File: src/shared/mau_pkg.sv
// package for the memory access unit: register map, decode ranges, vectors, timing
// assumes a single-clock design reached over an ahb-lite slave port
package mau_pkg;
    // ---------------------------------------------------------------
    // register offsets (byte addresses on the ahb-lite port)
    // ---------------------------------------------------------------
    localparam logic [7:0] OFF_STRETCH = 8'h00;
    localparam logic [7:0] OFF_PAGE = 8'h04;
    localparam logic [7:0] OFF_PSEL = 8'h08;
    localparam logic [7:0] OFF_DPTR0 = 8'h0c;
    localparam logic [7:0] OFF_SECONDARY_DATA_POINTER = 8'h10;
    localparam logic [7:0] OFF_CMD = 8'h14;
    localparam logic [7:0] OFF_STATUS = 8'h18;
    localparam logic [7:0] OFF_RDATA = 8'h1c;
    localparam logic [7:0] OFF_CODE = 8'h20;
    localparam logic [7:0] OFF_CLKDIV = 8'h24;
    // ---------------------------------------------------------------
    // reset values and field layout
    // ---------------------------------------------------------------
    localparam logic [2:0] STRETCH_RST = 3'h1;
    localparam logic [7:0] PAGE_RST = 8'h00;
    localparam logic [15:0] PRIMARY_DATA_POINTER_RST = 16'h0000;
    localparam logic [2:0] CLKDIV_RST = 3'h0;
    localparam logic [15:0] RESET_PC = 16'h0000;
    localparam logic [15:0] VEC_BASE = 16'h0003;
    localparam int VEC_SHIFT = 3;
    localparam int CMD_OP_LSB = 24;
    localparam int CMD_DATA_LSB = 16;
    // ---------------------------------------------------------------
    // external data decode ranges
    // ---------------------------------------------------------------
    localparam logic [15:0] GENERAL_DATA_RAM_LO = 16'h0000;
    localparam logic [15:0] GENERAL_DATA_RAM_HI = 16'h07ff;
    localparam logic [15:0] EDRAM_LO = 16'h1000;
    localparam logic [15:0] EDRAM_HI = 16'h13ff;
    localparam logic [15:0] IORAM_LO = 16'h2000;
    localparam logic [15:0] IORAM_HI = 16'h20ff;
    localparam logic [15:0] EPRAM_LO = 16'h3000;
    localparam logic [15:0] EPRAM_HI = 16'h3fff;
    localparam logic [7:0] UNMAPPED_DATA = 8'hff;
    // ---------------------------------------------------------------
    // commands (op field of the command register)
    // ---------------------------------------------------------------
    typedef enum logic [3:0] {
        CMD_NONE = 4'h0,
        CMD_RD_RI = 4'h1,
        CMD_WR_RI = 4'h2,
        CMD_RD_DP = 4'h3,
        CMD_WR_DP = 4'h4,
        CMD_INC_DP = 4'h5,
        CMD_FETCH = 4'h6,
        CMD_MOVC = 4'h7,
        CMD_VECTOR = 4'h8
    } mau_cmd_t;
    typedef enum logic [1:0] {
        ST_IDLE = 2'b00,
        ST_ADDR = 2'b01,
        ST_STROBE = 2'b10,
        ST_CODE = 2'b11
    } mau_state_t;
endpackage

File: src/design/mau_top.sv
// memory access unit: code fetch, external data moves, dual pointers, strobe stretch
// assumes single-cycle memories on the data and code ports, ahb-lite master drives commands
//
// Local design decisions: the register offsets and register access over AHB-Lite.
`timescale 1ns/1ps
`default_nettype none
module mau_top (
    input wire logic mclk,
    input wire logic arst_n,
    input wire logic hsel,
    input wire logic [31:0] haddr,
    input wire logic [1:0] htrans,
    input wire logic hwrite,
    input wire logic [2:0] hsize,
    input wire logic [31:0] hwdata,
    input wire logic hready,
    output logic [31:0] hrdata,
    output logic hreadyout,
    output logic hresp,
    output logic [15:0] mem_addr,
    output logic [7:0] mem_wdata,
    input wire logic [7:0] mem_rdata,
    output logic mem_addr_valid,
    output logic mem_rd,
    output logic mem_wr,
    output logic sel_gen_ram,
    output logic sel_engine_data_ram,
    output logic sel_io_ram,
    output logic sel_engine_program_ram,
    output logic [15:0] code_addr,
    output logic code_rd,
    input wire logic [7:0] code_rdata,
    output logic cpu_clk_en
);
    // ---------------------------------------------------------------
    // ahb-lite slave
    // ---------------------------------------------------------------
    logic ap_q, ap_d;
    logic wr_q, wr_d;
    logic [7:0] a_q, a_d;
    logic busy;
    always_comb begin
        ap_d = ap_q;
        wr_d = wr_q;
        a_d = a_q;
        if (hready) begin
            ap_d = hsel && htrans[1];
            wr_d = hwrite;
            a_d = haddr[7:0];
        end
    end
    always_ff @(posedge mclk or negedge arst_n) begin
        if (!arst_n) begin
            ap_q <= 1'b0;
            wr_q <= 1'b0;
            a_q <= 8'h00;
        end else begin
            ap_q <= ap_d;
            wr_q <= wr_d;
            a_q <= a_d;
        end
    end
    // command writes while a move runs wait, so no move is dropped
    assign hreadyout = !(ap_q && wr_q && a_q == mau_pkg::OFF_CMD && busy);
    assign hresp = 1'b0;
    logic bus_wr;
    assign bus_wr = ap_q && wr_q && hreadyout;
    // ---------------------------------------------------------------
    // registers
    // ---------------------------------------------------------------
    logic [2:0] stretch_q, stretch_d;
    logic [7:0] page_q, page_d;
    logic psel_q, psel_d;
    logic [15:0] dp0_q, dp0_d, dp1_q, dp1_d;
    logic [2:0] div_q, div_d;
    logic [7:0] rdat_q, rdat_d;
    logic [7:0] code_q, code_d;
    logic [15:0] pc_q, pc_d;
    logic [15:0] act_dp;
    assign act_dp = psel_q ? dp1_q : dp0_q;
    // ---------------------------------------------------------------
    // move sequencer
    // ---------------------------------------------------------------
    mau_pkg::mau_state_t st_q, st_d;
    logic [3:0] cnt_q, cnt_d;
    logic is_wr_q, is_wr_d;
    logic [15:0] maddr_q, maddr_d;
    logic [7:0] mwd_q, mwd_d;
    logic code_rd_q, code_rd_d;
    logic [15:0] caddr_q, caddr_d;
    mau_pkg::mau_cmd_t op;
    logic [7:0] cdat;
    logic [15:0] ri_addr;
    assign busy = st_q != mau_pkg::ST_IDLE;
    assign op = mau_pkg::mau_cmd_t'(hwdata[mau_pkg::CMD_OP_LSB +: 4]);
    assign cdat = hwdata[mau_pkg::CMD_DATA_LSB +: 8];
    assign ri_addr = {page_q, hwdata[7:0]};
    logic mapped;
    always_comb begin
        sel_gen_ram = maddr_q <= mau_pkg::GENERAL_DATA_RAM_HI;
        sel_engine_data_ram = maddr_q >= mau_pkg::EDRAM_LO && maddr_q <= mau_pkg::EDRAM_HI;
        sel_io_ram = maddr_q >= mau_pkg::IORAM_LO && maddr_q <= mau_pkg::IORAM_HI;
        sel_engine_program_ram = maddr_q >= mau_pkg::EPRAM_LO && maddr_q <= mau_pkg::EPRAM_HI;
        mapped = sel_gen_ram | sel_engine_data_ram | sel_io_ram | sel_engine_program_ram;
    end
    // strobe length: read stretch+1, write max(stretch,1)
    logic [3:0] wr_strobe;
    assign wr_strobe = (stretch_q <= 3'h1) ? 4'h1 : {1'b0, stretch_q};
    always_comb begin
        st_d = st_q;
        cnt_d = cnt_q;
        is_wr_d = is_wr_q;
        maddr_d = maddr_q;
        mwd_d = mwd_q;
        code_rd_d = 1'b0;
        caddr_d = caddr_q;
        pc_d = pc_q;
        rdat_d = rdat_q;
        code_d = code_q;
        stretch_d = stretch_q;
        page_d = page_q;
        psel_d = psel_q;
        dp0_d = dp0_q;
        dp1_d = dp1_q;
        div_d = div_q;
        if (bus_wr) begin
            unique case (a_q)
                mau_pkg::OFF_STRETCH: stretch_d = hwdata[2:0];
                mau_pkg::OFF_PAGE: page_d = hwdata[7:0];
                mau_pkg::OFF_PSEL: psel_d = hwdata[0];
                mau_pkg::OFF_DPTR0: dp0_d = hwdata[15:0];
                mau_pkg::OFF_SECONDARY_DATA_POINTER: dp1_d = hwdata[15:0];
                mau_pkg::OFF_CLKDIV: div_d = hwdata[2:0];
                mau_pkg::OFF_CMD: begin
                    unique case (op)
                        mau_pkg::CMD_RD_RI, mau_pkg::CMD_WR_RI,
                        mau_pkg::CMD_RD_DP, mau_pkg::CMD_WR_DP: begin
                            is_wr_d = op == mau_pkg::CMD_WR_RI || op == mau_pkg::CMD_WR_DP;
                            maddr_d = (op == mau_pkg::CMD_RD_RI || op == mau_pkg::CMD_WR_RI)
                                ? ri_addr : act_dp;
                            mwd_d = cdat;
                            cnt_d = 4'h0;
                            // reads raise address and strobe together, so both
                            // last stretch+1; a write at stretch 0 has no lead
                            // cycle, leaving strobe plus trail as its two
                            if (is_wr_d && stretch_q != 3'h0) begin
                                st_d = mau_pkg::ST_ADDR;
                            end else begin
                                st_d = mau_pkg::ST_STROBE;
                            end
                        end
                        mau_pkg::CMD_INC_DP: begin
                            if (psel_q) begin
                                dp1_d = dp1_q + 16'h0001;
                            end else begin
                                dp0_d = dp0_q + 16'h0001;
                            end
                        end
                        mau_pkg::CMD_FETCH: begin
                            caddr_d = pc_q;
                            pc_d = pc_q + 16'h0001;
                            code_rd_d = 1'b1;
                            st_d = mau_pkg::ST_CODE;
                        end
                        mau_pkg::CMD_MOVC: begin
                            caddr_d = act_dp + {8'h00, hwdata[7:0]};
                            code_rd_d = 1'b1;
                            st_d = mau_pkg::ST_CODE;
                        end
                        mau_pkg::CMD_VECTOR: begin
                            pc_d = mau_pkg::VEC_BASE + {9'h000, hwdata[4:0], 2'b00} * 16'h0002;
                        end
                        default: begin
                        end
                    endcase
                end
                default: begin
                end
            endcase
        end
        unique case (st_q)
            mau_pkg::ST_IDLE: begin
            end
            mau_pkg::ST_ADDR: begin
                // write: lead cycles, then strobe, then one trailing cycle make
                // stretch+2; the lead lasts stretch+1 minus strobe length cycles
                if (is_wr_q) begin
                    if (cnt_q == 4'({1'b0, stretch_q}) - wr_strobe) begin
                        cnt_d = 4'h0;
                        st_d = mau_pkg::ST_STROBE;
                    end else begin
                        cnt_d = cnt_q + 4'h1;
                    end
                end else begin
                    cnt_d = 4'h0;
                    st_d = mau_pkg::ST_STROBE;
                end
            end
            mau_pkg::ST_STROBE: begin
                if (is_wr_q) begin
                    if (cnt_q == wr_strobe - 4'h1) begin
                        st_d = mau_pkg::ST_ADDR;
                        cnt_d = 4'hf;
                    end else begin
                        cnt_d = cnt_q + 4'h1;
                    end
                end else if (cnt_q == {1'b0, stretch_q}) begin
                    rdat_d = mapped ? mem_rdata : mau_pkg::UNMAPPED_DATA;
                    st_d = mau_pkg::ST_IDLE;
                end else begin
                    cnt_d = cnt_q + 4'h1;
                end
            end
            mau_pkg::ST_CODE: begin
                code_d = code_rdata;
                st_d = mau_pkg::ST_IDLE;
            end
            default: st_d = mau_pkg::ST_IDLE;
        endcase
        // trailing write address cycle after the strobe
        if (st_q == mau_pkg::ST_ADDR && is_wr_q && cnt_q == 4'hf) begin
            st_d = mau_pkg::ST_IDLE;
            cnt_d = 4'h0;
        end
    end
    always_ff @(posedge mclk or negedge arst_n) begin
        if (!arst_n) begin
            st_q <= mau_pkg::ST_IDLE;
            cnt_q <= 4'h0;
            is_wr_q <= 1'b0;
            maddr_q <= 16'h0000;
            mwd_q <= 8'h00;
            code_rd_q <= 1'b0;
            caddr_q <= mau_pkg::RESET_PC;
            pc_q <= mau_pkg::RESET_PC;
            rdat_q <= 8'h00;
            code_q <= 8'h00;
            stretch_q <= mau_pkg::STRETCH_RST;
            page_q <= mau_pkg::PAGE_RST;
            psel_q <= 1'b0;
            dp0_q <= mau_pkg::PRIMARY_DATA_POINTER_RST;
            dp1_q <= mau_pkg::PRIMARY_DATA_POINTER_RST;
            div_q <= mau_pkg::CLKDIV_RST;
        end else begin
            st_q <= st_d;
            cnt_q <= cnt_d;
            is_wr_q <= is_wr_d;
            maddr_q <= maddr_d;
            mwd_q <= mwd_d;
            code_rd_q <= code_rd_d;
            caddr_q <= caddr_d;
            pc_q <= pc_d;
            rdat_q <= rdat_d;
            code_q <= code_d;
            stretch_q <= stretch_d;
            page_q <= page_d;
            psel_q <= psel_d;
            dp0_q <= dp0_d;
            dp1_q <= dp1_d;
            div_q <= div_d;
        end
    end
    // ---------------------------------------------------------------
    // memory port outputs
    // ---------------------------------------------------------------
    assign mem_addr = maddr_q;
    assign mem_wdata = mwd_q;
    assign mem_addr_valid = busy && st_q != mau_pkg::ST_CODE;
    assign mem_rd = st_q == mau_pkg::ST_STROBE && !is_wr_q;
    assign mem_wr = st_q == mau_pkg::ST_STROBE && is_wr_q && mapped;
    assign code_addr = caddr_q;
    assign code_rd = code_rd_q;
    // ---------------------------------------------------------------
    // clock enable divider: one pulse every 2^div cycles
    // ---------------------------------------------------------------
    logic [7:0] dcnt_q, dcnt_d;
    logic [7:0] dlim;
    assign dlim = 8'((9'h001 << div_q) - 9'h001);
    always_comb begin
        dcnt_d = (dcnt_q >= dlim) ? 8'h00 : dcnt_q + 8'h01;
    end
    always_ff @(posedge mclk or negedge arst_n) begin
        if (!arst_n) begin
            dcnt_q <= 8'h00;
        end else begin
            dcnt_q <= dcnt_d;
        end
    end
    assign cpu_clk_en = dcnt_q >= dlim;
    // ---------------------------------------------------------------
    // read mux
    // ---------------------------------------------------------------
    logic [31:0] rd_d, rd_q;
    always_comb begin
        rd_d = 32'h0000_0000;
        if (hready && hsel && htrans[1] && !hwrite) begin
            unique case (haddr[7:0])
                mau_pkg::OFF_STRETCH: rd_d = {29'h0, stretch_q};
                mau_pkg::OFF_PAGE: rd_d = {24'h0, page_q};
                mau_pkg::OFF_PSEL: rd_d = {31'h0, psel_q};
                mau_pkg::OFF_DPTR0: rd_d = {16'h0, dp0_q};
                mau_pkg::OFF_SECONDARY_DATA_POINTER: rd_d = {16'h0, dp1_q};
                mau_pkg::OFF_STATUS: rd_d = {15'h0, busy, pc_q};
                mau_pkg::OFF_RDATA: rd_d = {24'h0, rdat_q};
                mau_pkg::OFF_CODE: rd_d = {24'h0, code_q};
                mau_pkg::OFF_CLKDIV: rd_d = {29'h0, div_q};
                default: rd_d = 32'h0000_0000;
            endcase
        end
    end
    always_ff @(posedge mclk or negedge arst_n) begin
        if (!arst_n) begin
            rd_q <= 32'h0000_0000;
        end else begin
            rd_q <= rd_d;
        end
    end
    assign hrdata = rd_q;
endmodule
`default_nettype wire

File: config.mk
export PLATFORM = sky130hd
export DESIGN_NAME = mau_top
export DESIGN_NICKNAME = d
export VERILOG_FILES = /design/src/shared/mau_pkg.sv /design/src/design/mau_top.sv
export SDC_FILE = /design/constraint.sdc
export NUM_CORES = 1
export LEC_CHECK = 0
export BUFFER_PORTS_ARGS = -buffer_cell sky130_fd_sc_hd__buf_2
export CORE_ASPECT_RATIO = 0.5
export CORE_MARGIN = 8
export CORE_UTILIZATION = 45
export DETAILED_ROUTE_END_ITERATION = 10
export PLACE_DENSITY_LB_ADDON = 0.25
export SYNTH_ARGS = -nofsm -noshare
export SYNTH_HDL_FRONTEND = slang
export SYNTH_SLANG_ARGS = --single-unit
File: constraint.sdc
create_clock -name mclk -period 8.6 [get_ports mclk]
set_input_delay 0.43 -clock mclk [delete_from_list [all_inputs] [get_ports mclk]]
set_output_delay 0.43 -clock mclk [all_outputs]
set_load 0.01 [all_outputs]
# After elaboration in Yosys (flattened, before gate mapping)
# Index checks and enable logic that the tools add are counted.
# word_totals
ff_bits	177
word_cells	160
# op_classes
n_reduce_logical	43
bitwise_logic	4
n_addsub	10
n_eq_ne	33
mux	39
n_shift	1
magnitude_cmp	9
# op_table
operator	count
case mux 17 bit (9 select lines)	1
case mux 16 bit (2 select lines)	4
2-to-1 mux 16 bit	6
adder 16 x 1 -> 16 bit (second input constant)	3
equality test 8 x 5 -> 1 bit (second input constant)	5
2-to-1 mux 4 bit	9
equality test 8 x 4 -> 1 bit (second input constant)	4
greater-or-equal comparator 16 x 14 -> 1 bit (second input constant)	2
less-or-equal comparator 16 x 14 -> 1 bit (second input constant)	2
equality test 8 x 6 -> 1 bit (second input constant)	3
logical AND 1 bit	18
2-to-1 mux 2 bit	9
2-to-1 mux 17 bit	1
adder 16 x 8 -> 16 bit	1
equality test 4 x 3 -> 1 bit (second input constant)	4
equality test 8 x 3 -> 1 bit (second input constant)	2
greater-or-equal comparator 16 x 13 -> 1 bit (second input constant)	1
less-or-equal comparator 16 x 11 -> 1 bit (second input constant)	1
less-or-equal comparator 16 x 13 -> 1 bit (second input constant)	1
zero test 8 bit	2
2-to-1 mux 8 bit	2
AND reduction 3 bit	4
nonzero test 2 bit	5
adder 2 x 8 -> 9 bit (first input constant)	1
31 further kinds	48

# Depth between registers and ports, before layout
# depth
ltp_word	11
depth_mapped	12
depth_no_buf	10

# Worst setup path after synthesis
# Ideal clock, no wire load.
# synth_path
path_type	reg-to-reg
startpoint	register psel_q
endpoint	register caddr_q[11] (netlist: code_addr[11])
t_required_ns	8.464
period_less_slack_ns	2.778
setup_ns	0.136
arrival_ns	2.642
stages_incl_launch_ff	13
setup_slack_ns	5.822
path_cell_list	dfrtp_1 clkbuf_1 clkbuf_1 buf_2 mux2i_1 inv_1 ha_1 a21oi_1 nand4b_1 a21oi_1 o21ai_0 xnor2_1 a21oi_1
# synth_via
elab_chain_len	3
# synth_rtl
element	line_no	rtl
from (decl)	mau_top.sv:73	logic psel_q, psel_d;
from (signal assigned)	mau_top.sv:257	psel_q <= psel_d;
2-to-1 mux 16 bit	mau_top.sv:80	assign act_dp = psel_q ? dp1_q : dp0_q;
adder 16 x 8 -> 16 bit	mau_top.sv:166	caddr_d = act_dp + {8'h00, hwdata[7:0]};
case mux 16 bit (2 select lines)	mau_top.sv:135	unique case (op)
to (signal assigned)	mau_top.sv:234	caddr_q <= mau_pkg::RESET_PC;
to (signal assigned)	mau_top.sv:251	caddr_q <= caddr_d;
to (decl)	mau_top.sv:90	logic [15:0] caddr_q, caddr_d;
# Every way passes these cells.
# A chain may end at the register's enable or synchronous reset.

# Worst setup path after layout
# layout_path
startpoint	register div_q[2]
endpoint	output port cpu_clk_en
# layout_via
elab_chain_len	3
# layout_rtl
element	line_no	rtl
from (decl)	mau_top.sv:75	logic [2:0] div_q, div_d;
from (signal assigned)	mau_top.sv:243	div_q <= mau_pkg::CLKDIV_RST;
from (signal assigned)	mau_top.sv:260	div_q <= div_d;
<< shifter 1 x 3 -> 8 bit	mau_top.sv:278	assign dlim = 8'((9'h001 << div_q) - 9'h001);
subtractor 8 x 1 -> 8 bit	mau_top.sv:278	
greater-or-equal comparator 8 bit	mau_top.sv:289	assign cpu_clk_en = dcnt_q >= dlim;
to (decl)	mau_top.sv:33	output logic cpu_clk_en
# Every way passes these cells.

==> flow_metrics.py <==
metrics = {
    "global_routing": {
        "grt_pass1_wl_um": 45310,
        "grt_max_degree": 103,
        "grt_pass1_vias": 8210,
        "antenna_found_initial": 1,
        "grtUsageTotal_pct": 21.49,
        "grt_overflow_total": 0,
    },
    "final_layout": {
        "final_common_cell": "dfrtp_1",
        "nets": 1252,
        "drive_gt1_share_pct": 19.32,
        "layout_common_cells": "dfrtp_1, buf_2, nand2_1",
        "ff_latch_area_mm2": 0.004055,
        "final_area_mm2": 0.01074,
        "multi_input_area_mm2": 0.005050,
        "layoutNonFillerInstCount": 1418,
        "syn_to_final_growth_pct": 13.07,
        "nFillCells": 1896,
    },
    "power_and_ir_drop": {
        "power-per-cell-area_mw_per_mm2": 173.9,
        "leakage_nw": 4.951,
        "irDropWorstVdd_mv": 0.1135,
    },
    "synth": {
        "synthAdderAreaFrac_pct": 3.767,
        "seq_area_frac_synth_pct": 42.69,
        "synth_warnings": 0,
        "synth_xor_area_share_pct": 3.780,
        "synthArstFlopShare_pct": 100.0,
        "synthFlopType": "dfrtp_1",
        "synth_edf_count": 0,
        "netlist_instances": 1044,
        "synthSimpleGateAreaFrac_pct": 19.45,
        "ys_types": 75,
        "synth_top_family_by_area": "simple AND/OR/NAND/NOR gates",
        "ys_ff_latch": 162,
        "syn-mean-instance-area_um2": 9.099,
        "synthMuxAreaShare_pct": 8.127,
        "synth-compound-area-share_pct": 17.20,
        "netlist_area_mm2": 0.009499,
    },
    "clock_network": {
        "cts_tree": "built",
        "cts_setup_buffers": 0,
        "htreeDepth": 4,
        "insertion_delay_ns": 0.45,
        "path_clk_slew_ns": 0.07,
        "cts_root_buf": "clkbuf_16",
        "cts.sinks": 162,
        "numCtsBuffers": 17,
        "cts_hold_buf": 0,
        "ctsResizeCount": 0,
        "cts_buffer_depth": 2,
    },
    "setup_path": {
        "path_class": "reg -> out",
        "cp_max_fo": 9,
        "worstPathArrival_ns": 2.79,
        "crit_path_end_kind": "primary output",
        "critPathLaunchType": "register",
        "reg2reg_from": "psel_q$_DFFE_PN0P_",
        "reg2reg_to": "code_addr[11]$_DFFE_PN0P_",
        "required_ns": 8.17,
        "r2r_slack_ns": 5.42,
        "rr_worst_depth": 9,
    },
    "timing": {
        "post-route-min-period_ns": 3.223,
        "finalWorstSetupSlack_ns": 5.377,
        "whs_ns": 0.1042,
        "worst_slew_pin_slew_ns": 1.101,
        "max-slew-margin-rel_pct": 26.33,
        "fin_crit_sh_pct": 37.48,
        "rsz0062_at_grt": "false",
        "fin_skew_ns": 0.01546,
        "fin_setup_tns_ns": 0,
        "finalMaxSlewViolations": 0,
        "hold_viol": 0,
        "fmax_mhz": 310.3,
        "setup_viol": 0,
    },
    "detailed_routing": {
        "remaining_drc_errors": 0,
        "dr.pass1.iters": 8,
        "vias": 8433,
        "antenna_left": 0,
        "vias_per_cell": 5.947,
        "routed_wl_um": 28540,
        "drtIter0Drc": 982,
        "wire_per_inst_um": 20.13,
    },
    "placement": {
        "dp_slack_ns": 5.493,
        "dpl_cell_area_mm2": 0.01020,
        "place_inst": 1388,
        "portBuffers": 124,
        "place_congestion": 0.9438,
        "post-dp-hpwl_um": 21210,
    },
    "floorplan": {
        "dieWidth_um": 221.5,
        "rows": 37,
        "core_area_mm2": 0.02065,
        "initial_core_util_pct": 46.01,
        "dieArea_mm2": 0.02630,
        "num_io_pins": 173,
        "die_h_um": 118.7,
    },
    "job": {
        "maxCapViolations": 0,
    },
    "status": {
        "status": "finished clean",
    },
    "worst_hold_path": {
        "hp-class": "in -> async",
    },
}
state kept, by name (all words and copies together) (netlist names), 4 cells and up:
signal	cells
rdat_q	8
a_q	8
mem_wdata	8
pc_q	16
cnt_q	4
code_addr	16
dcnt_q	8
hrdata	17
page_q	8
dp0_q	16
mem_addr	16
code_q	8
dp1_q	16
final cells by class:
| cell class | instances | area share (%) |
|---|---|---|
| clock buffer | 19 | 4.124 |
| multi-input combinational | 800 | 47.02 |
| clock inverter | 10 | 0.8388 |
| inverter | 23 | 0.8038 |
| antenna | 1 | 0.02330 |
| timing repair buffer | 130 | 6.256 |
| sequential | 162 | 37.76 |
| tap | 273 | 3.180 |
stage by stage:
stage / power [W] / util [%]
6_report: 0.001867 / 52.02
5_1_grt: 0.001948 / 52.02
4_1_cts: 0.001873 / 52.01
3_5_place_dp: 0.001159 / 49.42
3_3_place_gp: 0.001144 / 49.42
2_1_floorplan: 0.001052 / -
power breakdown:
group          internal, W  leakage (nW)  switching, W
Clock             0.000399         0.256      0.000320
Sequential        0.000808          2.13     0.0000671
Combinational     0.000115          2.56      0.000158
Total              0.00132          4.95      0.000545
worst max-delay path by stage:
stage,from,to,slack (ns),cells past startpoint
floorplan,psel_q$_DFFE_PN0P_,code_addr[11]$_DFFE_PN0P_,5.82,12
global placement,psel_q$_DFFE_PN0P_,code_addr[13]$_DFFE_PN0P_,5.57,9
detailed placement,psel_q$_DFFE_PN0P_,code_addr[11]$_DFFE_PN0P_,5.49,9
CTS,div_q[2]$_DFFE_PN0P_,cpu_clk_en,5.38,8
global route,psel_q$_DFFE_PN0P_,code_addr[13]$_DFFE_PN0P_,5.15,9
finish,div_q[2]$_DFFE_PN0P_,cpu_clk_en,5.38,8
routing by layer:
metal / GRT usage, % / up-vias / wire, um / share of wire [%]
met2: 33.82 / 336 / 12960 / 45
met1: 29.00 / 4130 / 12840 / 45
li1: - / 3912 / - / -
met3: 4.788 / 55 / 2074 / 7.3
met4: 7.623 / 0 / 663 / 2.3
met5: 0 / - / 0 / 0
synthesized netlist by cell type (all sizes together), types with 4 or more instances:
| cell type | count | share of area, % |
|---|---|---|
| a21o | 5 | 0.40 |
| a21oi | 94 | 5.0 |
| a221oi | 6 | 0.55 |
| a222oi | 10 | 1.1 |
| a31oi | 15 | 0.99 |
| and3 | 21 | 1.4 |
| and4 | 5 | 0.46 |
| buf | 30 | 2.2 |
| clkbuf | 45 | 1.8 |
| dfrtp | 161 | 42 |
| ha | 27 | 3.6 |
| inv | 23 | 0.91 |
| mux2 | 45 | 5.6 |
| mux2i | 22 | 2.3 |
| nand2 | 105 | 4.1 |
| nand2b | 13 | 0.86 |
| nand3 | 40 | 2.1 |
| nand3b | 6 | 0.47 |
| nand4 | 11 | 0.72 |
| nand4b | 4 | 0.37 |
| nor2 | 96 | 3.8 |
| nor3 | 26 | 1.6 |
| nor3b | 4 | 0.32 |
| nor4 | 4 | 0.33 |
| o21a | 5 | 0.40 |
| o21ai | 88 | 4.6 |
| o22ai | 14 | 0.92 |
| or2 | 4 | 0.26 |
| or3 | 18 | 1.2 |
| xnor2 | 27 | 2.5 |
| xor2 | 14 | 1.3 |
logic make-up after synthesis:
logic type                 after synthesis
AOI/OAI and AO/OA                      272
adders and majority gates               28
xor gates and xnor gates                41
buffers and inverters                   98
and+or+nand+nor                        373
DFF                                    162
other                                    2
muxes                                   68
worst max-delay path, cell delays in order, from the launching register on:
cell	delay (ns)
dfrtp_1	0.46
or3_1	0.40
ha_1	0.27
nand2b_1	0.14
a21o_1	0.18
a21oi_1	0.13
o21ai_0	0.11
o41a_1	0.46
buf_2	0.20
Note: power is estimated with default switching activity, not from simulation.
